**src/buck_ctrl_cfg.svh**
```systemverilog
// timing and threshold constants for the buck switching control logic
`ifndef BUCK_CTRL_CFG_SVH
`define BUCK_CTRL_CFG_SVH

// core clock, kHz and ns
`define CLK_KHZ            200000
`define CLK_PERIOD_NS      5
// internal oscillator period in core cycles (200 MHz / 500 kHz default)
`define OSC_PERIOD_DEF     16'd400
// sync-clock loss timeout, us, and derived cycle count (rounded down)
`define SYNC_LOSS_US       10
`define SYNC_LOSS_CYC      ((`SYNC_LOSS_US * `CLK_KHZ) / 1000)
// least high-side off time, ns, rounded up to cycles
`define MIN_OFF_NS         200
`define MIN_OFF_CYC        ((`MIN_OFF_NS + `CLK_PERIOD_NS - 1) / `CLK_PERIOD_NS)
// clamp persistence and hiccup wait, in switching cycles
`define CLAMP_LIMIT        512
`define HICCUP_CYCLES      16384
// counter widths
`define TMR_W              16
`define SW_CNT_W           15

`endif

```
**src/buck_ctrl_pkg.sv**
```systemverilog
// types for the buck switching control logic
`default_nettype none
package buck_ctrl_pkg;
    // frequency source
    typedef enum logic {
        resistor_set_mode,
        external_clock_mode
    } freq_mode_t;

    // switch-state sequencer
    typedef enum logic [2:0] {
        st_off,
        st_high_on,
        st_low_on,
        st_both_off,
        st_hiccup
    } sw_state_t;
endpackage : buck_ctrl_pkg
`default_nettype wire

```
**src/buck_switching_control_logic.sv**
```systemverilog
// switching-control sequencer of a synchronous buck converter
`timescale 1ns/1ps
`default_nettype none
`include "buck_ctrl_cfg.svh"

// Summary of operation
// run from internal oscillator until an external clock appears
// first rise on freq_set_sync_pin selects external mode and releases the pin
// after 10 us with no external edge, fall back to resistor_set_mode
// low-side on interval recharges the gate-drive capacitor
// high side may stay on continuously while gate-drive voltage is good
// off time below 200 ns stretches the cycle toward full duty
// gate-drive undervoltage turns high side off and low side on
// overvoltage holds high side off and low side on
// after overvoltage, high side resumes only at next cycle start
// peak-current trip ends the high pulse and turns low side on
// clamp over 512 cycles shuts down; restart after 16384 cycles
// low-side sourcing over limit at cycle end skips next high pulse
// high switching resumes at a cycle start with sourcing below limit
// sinking-limit trip turns low side off until next cycle
// low side re-enabled only after high on-off pulse or gate undervoltage
// active only when input supply and enable are both good
// enable low stops switching and enters shutdown
// external mode starts each cycle on the falling sync edge
// external source runs between 200 kHz and 1600 kHz
// every comparator input is synchronised before use
// high and low switches never conduct together
module buck_switching_control_logic
    import buck_ctrl_pkg::*;
(
    // clock, reset, enable
    input  wire logic              clk_i,
    input  wire logic              reset_i,
    input  wire logic              ce_i,
    // oscillator setting from the timing resistor
    input  wire logic [15:0]       osc_period_i,
    // frequency-set / sync pin, three signals
    input  wire logic              freq_set_sync_pin_i,
    output logic                   freq_set_sync_pin_o,
    output logic                   freq_set_sync_pin_oe_o,
    // comparator results, asynchronous
    input  wire logic              supply_ok_i,
    input  wire logic              enable_ok_i,
    input  wire logic              boot_ok_i,
    input  wire logic              overvoltage_guard_i,
    input  wire logic              fb_below_106_i,
    input  wire logic              peak_limit_i,
    input  wire logic              comp_clamp_i,
    input  wire logic              ls_source_limit_i,
    input  wire logic              ls_sink_limit_i,
    // switch commands and status
    output logic                   high_side_on_o,
    output logic                   low_side_on_o,
    output logic                   mode_external_o,
    output logic                   shutdown_o,
    output logic                   hiccup_o
);
    import buck_ctrl_pkg::*;

    // ------------------------------------------------------------
    // input synchronisers
    // ------------------------------------------------------------
    localparam int NSYNC = 10;
    logic [NSYNC-1:0] raw_in;
    logic [NSYNC-1:0] s1;
    logic [NSYNC-1:0] s2;
    logic [NSYNC-1:0] s3;
    logic [NSYNC-1:0] filt;

    assign raw_in = {freq_set_sync_pin_i, supply_ok_i, enable_ok_i, boot_ok_i,
                     overvoltage_guard_i, fb_below_106_i, peak_limit_i,
                     comp_clamp_i, ls_source_limit_i, ls_sink_limit_i};

    // three stages; a change is accepted once stages two and three agree
    always_ff @(posedge clk_i) begin
        if (reset_i) begin
            s1   <= '0;
            s2   <= '0;
            s3   <= '0;
            filt <= '0;
        end else if (ce_i) begin
            s1 <= raw_in;
            s2 <= s1;
            s3 <= s2;
            for (int i = 0; i < NSYNC; i++) begin
                if (s2[i] == s3[i]) begin
                    filt[i] <= s3[i];
                end
            end
        end
    end

    logic sync_pin;
    logic supply_ok;
    logic enable_ok;
    logic boot_ok;
    logic overvoltage_guard;
    logic fb_low;
    logic peak_trip;
    logic clamp;
    logic src_trip;
    logic sink_trip;
    assign {sync_pin, supply_ok, enable_ok, boot_ok, overvoltage_guard, fb_low, peak_trip,
            clamp, src_trip, sink_trip} = filt;

    // ------------------------------------------------------------
    // sync pin edges and frequency mode
    // ------------------------------------------------------------
    logic       sync_prev;
    logic       sync_rise;
    logic       sync_fall;
    freq_mode_t mode;
    logic [`TMR_W-1:0] loss_cnt;
    logic       active;

    assign sync_rise = sync_pin & ~sync_prev;
    assign sync_fall = ~sync_pin & sync_prev;
    assign active    = supply_ok & enable_ok;

    always_ff @(posedge clk_i) begin
        if (reset_i) begin
            sync_prev <= 1'b0;
        end else if (ce_i) begin
            sync_prev <= sync_pin;
        end
    end

    // the pin reads the input threshold only; first rise switches source
    always_ff @(posedge clk_i) begin
        if (reset_i) begin
            mode     <= resistor_set_mode;
            loss_cnt <= '0;
        end else if (ce_i) begin
            unique case (mode)
                resistor_set_mode: begin
                    loss_cnt <= '0;
                    if (sync_rise) begin
                        mode <= external_clock_mode;
                    end
                end
                external_clock_mode: begin
                    if (sync_rise || sync_fall) begin
                        loss_cnt <= '0;
                    end else if (loss_cnt >= `TMR_W'(`SYNC_LOSS_CYC - 1)) begin
                        mode     <= resistor_set_mode;
                        loss_cnt <= '0;
                    end else begin
                        loss_cnt <= loss_cnt + `TMR_W'(1);
                    end
                end
            endcase
        end
    end

    // ------------------------------------------------------------
    // cycle start generation
    // ------------------------------------------------------------
    logic [`TMR_W-1:0] osc_cnt;
    logic [`TMR_W-1:0] period;
    logic              osc_tick;
    logic              cycle_start;

    // a zero setting would stall the oscillator, so fall back to default
    assign period   = (osc_period_i == '0) ? `OSC_PERIOD_DEF : osc_period_i;
    assign osc_tick = (osc_cnt >= period - `TMR_W'(1));

    // oscillator free-runs in resistor mode; external mode uses falling edges
    always_ff @(posedge clk_i) begin
        if (reset_i) begin
            osc_cnt <= '0;
        end else if (ce_i) begin
            if (osc_tick || mode == external_clock_mode) begin
                osc_cnt <= '0;
            end else begin
                osc_cnt <= osc_cnt + `TMR_W'(1);
            end
        end
    end

    assign cycle_start = (mode == external_clock_mode) ? sync_fall : osc_tick;

    // ------------------------------------------------------------
    // hiccup timing, counted in switching cycles
    // ------------------------------------------------------------
    logic [`SW_CNT_W-1:0] clamp_cnt;
    logic [`SW_CNT_W-1:0] hic_cnt;
    logic                 hiccup;

    always_ff @(posedge clk_i) begin
        if (reset_i || (ce_i && !active)) begin
            clamp_cnt <= '0;
            hic_cnt   <= '0;
            hiccup    <= 1'b0;
        end else if (ce_i && cycle_start) begin
            if (hiccup) begin
                clamp_cnt <= '0;
                if (hic_cnt >= `SW_CNT_W'(`HICCUP_CYCLES - 1)) begin
                    hiccup  <= 1'b0;
                    hic_cnt <= '0;
                end else begin
                    hic_cnt <= hic_cnt + `SW_CNT_W'(1);
                end
            end else if (!clamp) begin
                clamp_cnt <= '0;
            end else if (clamp_cnt >= `SW_CNT_W'(`CLAMP_LIMIT)) begin
                hiccup    <= 1'b1;
                clamp_cnt <= '0;
            end else begin
                clamp_cnt <= clamp_cnt + `SW_CNT_W'(1);
            end
        end
    end

    // ------------------------------------------------------------
    // switch sequencer
    // ------------------------------------------------------------
    sw_state_t state;
    logic      skip_next;     // sourcing limit seen at cycle end
    logic      ovp_hold;      // overvoltage latched until fb falls
    logic      sink_block;    // low side barred after sinking trip
    logic [`TMR_W-1:0] off_cnt;
    logic      long_off;

    // low side re-armed by a full high pulse or by gate undervoltage
    always_ff @(posedge clk_i) begin
        if (reset_i || (ce_i && !active)) begin
            sink_block <= 1'b0;
        end else if (ce_i) begin
            if (state == st_low_on && sink_trip) begin
                sink_block <= 1'b1;
            end else if (!boot_ok || (state == st_high_on && (peak_trip || overvoltage_guard))) begin
                sink_block <= 1'b0;
            end
        end
    end

    // overvoltage release waits for fb below the lower threshold
    always_ff @(posedge clk_i) begin
        if (reset_i || (ce_i && !active)) begin
            ovp_hold <= 1'b0;
        end else if (ce_i) begin
            if (overvoltage_guard) begin
                ovp_hold <= 1'b1;
            end else if (fb_low && cycle_start) begin
                ovp_hold <= 1'b0;
            end
        end
    end

    // sourcing limit sampled at each cycle boundary
    always_ff @(posedge clk_i) begin
        if (reset_i || (ce_i && !active)) begin
            skip_next <= 1'b0;
        end else if (ce_i && cycle_start) begin
            skip_next <= src_trip;
        end
    end

    // off-time counter; a cycle start arriving too soon is ignored in st_low_on
    assign long_off = (off_cnt >= `TMR_W'(`MIN_OFF_CYC));
    always_ff @(posedge clk_i) begin
        if (reset_i) begin
            off_cnt <= '0;
        end else if (ce_i) begin
            if (state == st_high_on) begin
                off_cnt <= '0;
            end else if (!long_off) begin
                off_cnt <= off_cnt + `TMR_W'(1);
            end
        end
    end

    // state machine; shutdown (supply or enable lost) and hiccup take precedence
    always_ff @(posedge clk_i) begin
        if (reset_i) begin
            state <= st_off;
        end else if (ce_i) begin
            if (!active) begin
                state <= st_off;
            end else if (hiccup) begin
                state <= st_hiccup;
            end else begin
                unique case (state)
                    st_off, st_hiccup: begin
                        if (cycle_start) begin
                            state <= st_low_on;
                        end
                    end
                    st_high_on: begin
                        if (overvoltage_guard || !boot_ok || peak_trip) begin
                            state <= st_low_on;
                        end
                    end
                    st_low_on: begin
                        if (sink_trip) begin
                            state <= st_both_off;
                        end else if (cycle_start && src_trip) begin
                            state <= st_low_on;
                        end else if (cycle_start && long_off && boot_ok
                                     && !ovp_hold && !overvoltage_guard && !skip_next) begin
                            state <= st_high_on;
                        end
                    end
                    st_both_off: begin
                        if (cycle_start) begin
                            state <= (boot_ok && !ovp_hold && !overvoltage_guard && !src_trip)
                                     ? st_high_on : st_low_on;
                        end
                    end
                    default: state <= st_off;
                endcase
            end
        end
    end

    // ------------------------------------------------------------
    // outputs, registered; the two gates are mutually exclusive
    // ------------------------------------------------------------
    always_ff @(posedge clk_i) begin
        if (reset_i) begin
            high_side_on_o <= 1'b0;
            low_side_on_o  <= 1'b0;
        end else if (ce_i) begin
            // high stays on across cycles while boot is good; shutdown and
            // hiccup cut both gates at once so they never lag the status flags
            high_side_on_o <= (state == st_high_on) && boot_ok && !overvoltage_guard
                              && active && !hiccup;
            // low side refreshes the boot capacitor while it conducts
            low_side_on_o  <= (state == st_low_on) && !sink_trip && active && !hiccup
                              && (!sink_block || !boot_ok);
        end
    end

    always_ff @(posedge clk_i) begin
        if (reset_i) begin
            mode_external_o <= 1'b0;
            shutdown_o      <= 1'b1;
            hiccup_o        <= 1'b0;
        end else if (ce_i) begin
            mode_external_o <= (mode == external_clock_mode);
            shutdown_o      <= !active;
            hiccup_o        <= hiccup;
        end
    end

    // pin is never driven: external mode releases it to high impedance
    assign freq_set_sync_pin_o    = 1'b0;
    assign freq_set_sync_pin_oe_o = 1'b0;

endmodule : buck_switching_control_logic
`default_nettype wire

```
**config.mk**
```make
export PLATFORM = sky130hd
export DESIGN_NAME = buck_switching_control_logic
export DESIGN_NICKNAME = d
export VERILOG_FILES = /design/src/buck_ctrl_pkg.sv /design/src/buck_switching_control_logic.sv
export VERILOG_INCLUDE_DIRS = /design/src
export SDC_FILE = /design/constraint.sdc
export NUM_CORES = 1
export LEC_CHECK = 0
export BUFFER_PORTS_ARGS = -buffer_cell sky130_fd_sc_hd__buf_4
export CORE_UTILIZATION = 60
export CTS_CLUSTER_DIAMETER = 150
export DETAILED_ROUTE_END_ITERATION = 10
export PLACE_DENSITY = 0.82
export SETUP_SLACK_MARGIN = 0.15
export SLEW_MARGIN = 20
export SYNTH_ARGS = -nofsm -noshare
export SYNTH_HDL_FRONTEND = slang
export SYNTH_SLANG_ARGS = --single-unit
export TNS_END_PERCENT = 5
```
**constraint.sdc**
```tcl
create_clock -name clk_i -period 4.5 [get_ports clk_i]
set_input_delay 0.225 -clock clk_i [delete_from_list [all_inputs] [get_ports clk_i]]
set_output_delay 0.225 -clock clk_i [all_outputs]
set_load 0.005 [all_outputs]
```
==> impl_results.md <==
* Status: finished, final reports clean
* Cells on worst reg2reg path at 8
* R2R Path End: clamp_cnt[14]
* Crit path kind: in -> reg
* HPWL after detailed placement at 9447 um
* Initial antenna violation count at 0
* Layout area overhead at 16.09%
* Min-Delay Path Class: in -> reg
* Avg Cell Area, Syn at 8.481 um2
* Peak supply drop at 0.3464 mV
* Post-synth EDFFs at 0
* CP endpoint kind: flop
* Max-slew violations at 0
* Routability cong. at 0.9007
* Critical R2R Launch: osc_cnt[0]
* Mapped Area at 0.006377 mm2
* Final nets at 842
* Pleak at 2.883 nW
* H-tree depth at 4
* FMAX at 247.6 MHz
* Die area at 0.01105 mm2
* P per Cell Area at 371.4 mW/mm2
* Vias at 5677
* Die W at 105.1 um
* Required @ worst endpoint at 4960 ps
* Latest clock arrival within the worst-skew pair at 540 ps
* Clock Tree Buf Depth at 2
* Num rows at 37
* Clock Sinks at 132
* Total wire length at 14670 um
* Int Power at 0.002133 W
* Final setup fails at 0
* FF-to-FF setup slack at 1650 ps
* CP bufs+invs at 1
* Seq pwr share at 43.5%
* Hold Path Sink: osc_cnt[1]
* Sequence of cells on the critical path: buf_4 -> or4_1 -> or4b_1 -> o21ai_0 -> or3b_2 -> nor4_1 -> xnor2_1 -> ha_1 -> nand4_1 -> or4_4 -> a31oi_4 -> o31ai_1 -> or4_1 -> a21oi_1
* P_sw at 0.0006168 W
* Max incr delay on CP at 590 ps
* HP Start: ce_i
* Synth Instances at 752
* Antenna diodes at 0
* Final Hold Vio Count at 0
* MaxCap Viol Count at 0
* Initial cell density of the core at 61.77%
* Slew margin rel. at 36.99%
* Layout Utilization at 71.71%
* Top FF cell, synth: dfxtp_1
* Cell family contributing the most delay on the critical path: simple AND/OR/NAND/NOR gates
* Post-layout minimum cycle time at 4039 ps
* Share of cells above drive strength 1 at 10.00%
* Sw frac at 22.43%
* # DRC at 0
* CP max-delay cell: or4_1
* Post-CTS setup buffer count at 0
* Hold Crit Depth at 3
* Comb power frac at 5.0%
* Vias in the first global route at 5381
* Clk pwr share at 51.6%
* Yosys warning count at 0
* Drt pass-1 iters at 5
* Clock edge transition at the registers on the reported setup and hold paths at 60 ps
* RSZ-0062 raised after global routing: false
* CP most frequent cell: or4_1
* Fillers at 768
* Core Region at 0.01032 mm2
* Cell chosen for the clock root: clkbuf_8
* Clk_skew at 7.177 ps
* Worst Path Arrival at 4500 ps
* I/O pin cnt at 36
* Synth async-reset ratio at 0%
* Largest net degree at the start of global routing at 76
* Global Route Usage Sum at 27.44%
* Sequential area share after synthesis at 41.44%
* CTS tree: built
* Startpoint Class: primary input
* Yosys reg bits at 132
* # port buffers at 33
* DRT iter0 DRCs at 459
* Max FO, Critical Path at 9
* Via density per instance at 6.065
* Die Height at 105.1 um
* Grt ovf at 0
* Post-synth cell types at 59
* Fin crit share at 89.77%
* Post-detailed-route wirelength per cell at 15.67 um
* Routed Antenna Nets at 0
* Setup TNS Final at 0 ps
* CTS Buf Count at 17
* Worst Tran Pin Value at 943.1 ps
* First-pass GRT wire length at 24410 um
## synthesized netlist by cell type (4+ instances only)
cell,instances,share of area (%)
a211oi_1,5,0.59
a31oi_1,8,0.78
a21o_1,13,1.5
or3_1,8,0.78
inv_1,24,1.4
dfxtp_1,132,41
nand4_1,15,1.5
nand3_1,18,1.4
nor2_1,105,6.2
and2_1,16,1.6
a21oi_1,57,4.5
mux2i_1,36,5.7
nand2_1,59,3.5
xor2_1,9,1.2
buf_2,4,0.31
nor3b_1,6,0.71
nor4_1,8,0.78
o21ai_0,38,3.0
nor2b_1,7,0.69
o31ai_1,6,0.71
clkbuf_1,15,0.88
buf_1,10,0.59
nand3b_1,5,0.59
nor3_1,18,1.4
o211ai_1,4,0.47
ha_1,26,5.1
nand4b_1,4,0.55
or4_1,10,1.2
nand2b_1,6,0.59
and3_1,13,1.3
xnor2_1,20,2.7
## cells in the final DEF, fill, tap and decap left out, types with 13 or more instances in the layout
cell         n
mux2i_1     36
o21ai_0     38
nand4_1     15
nor3_1      17
clkbuf_16   16
and2_1      16
a21o_1      13
nor2_1     105
buf_4       37
nand2_1     59
and3_1      13
dfxtp_1    132
xnor2_1     20
ha_1        26
a21oi_1     57
inv_1       24
nand3_1     18
## power by group through the flow
stage          combinational [W]  sequential (W)  clock (W)
2_1_floorplan          0.0000854         0.00122          0
3_3_place_gp            0.000121         0.00122          0
3_5_place_dp            0.000127         0.00122          0
4_1_cts                 0.000136         0.00119    0.00143
5_1_grt                 0.000151         0.00120    0.00148
6_report                0.000137         0.00119    0.00142
## per-stage QoR
| step | area, um2 | hold slack (ps) | total power, W | instances | worst slack (ps) |
|---|---|---|---|---|---|
| 6_report | 7403 | 207.7 | 0.002750 | 936 | 460.5 |
| 5_1_grt | 7403 | 240.1 | 0.002828 | 936 | 167.1 |
| 4_1_cts | 7398 | 196.3 | 0.002761 | 936 | 508.4 |
| 3_5_place_dp | 6689 | 414.4 | 0.001347 | 894 | -19.44 |
| 3_3_place_gp | 6689 | 420.0 | 0.001340 | 894 | 183.0 |
| 2_1_floorplan | 6381 | 372.2 | 0.001302 | 753 | 427.0 |
## flip-flops by register name, summed over array words and instances (netlist names), 3 cells and up
name,cells
loss_cnt,16
s1,10
off_cnt,16
state,3
osc_cnt,16
s2,10
s3,10
clamp_cnt,15
hic_cnt,15
filt,10
## timing repair
item,CTS,global route
resized for setup,0,0
hold endpoints to repair,10,0
hold buffers,10,0
endpoints found under the setup margin,0,0
## layer usage
layer	vias to the layer above	wire [um]	global-route usage, %
li1	2756	-	-
met1	2681	6256	32.63
met2	200	7215	46.50
met3	40	859	7.361
met4	0	337	11.77
met5	-	0	0
## worst max path at each step
stage                    startpoint            end  slack [ps]  cells past startpoint
CTS                 osc_period_i[7]   clamp_cnt[5]         510                     14
global placement    osc_period_i[7]  clamp_cnt[10]         180                     14
global route        osc_period_i[7]  clamp_cnt[14]         170                     14
detailed placement  osc_period_i[7]   clamp_cnt[5]         -20                     14
floorplan           osc_period_i[7]   clamp_cnt[6]         430                     15
finish              osc_period_i[7]  clamp_cnt[10]         460                     14
## worst min-delay path, delay by kind of cell
kind	cells	cell delay, ps
AOI/OAI and AO/OA	1	60
and+or+nand+nor	1	130
buffers and inverters	1	270
## area by class of cell
class / instances / area, um2 / area share, %
inverter: 24 / 90.09 / 1.217
clock buffer: 21 / 459.2 / 6.202
tap: 136 / 170.2 / 2.298
sequential: 132 / 2643 / 35.69
timing repair buffer: 47 / 377.9 / 5.104
clock inverter: 11 / 150.1 / 2.028
multi-input combinational: 565 / 3513 / 47.46
## kinds of logic after synthesis
kind of cell | after synthesis | share of synthesized area, %
AND/OR/NAND/NOR | 309 | 24.11
AO/OA/AOI/OAI | 163 | 16.05
flip-flops | 132 | 41.44
buffers and inverters | 56 | 3.610
multiplexers | 36 | 5.650
XOR/XNOR | 29 | 3.983
adder cells (fa/ha/maj) | 26 | 5.101
other | 1 | 0.05880
Note: power is estimated with default switching activity, not from simulation.
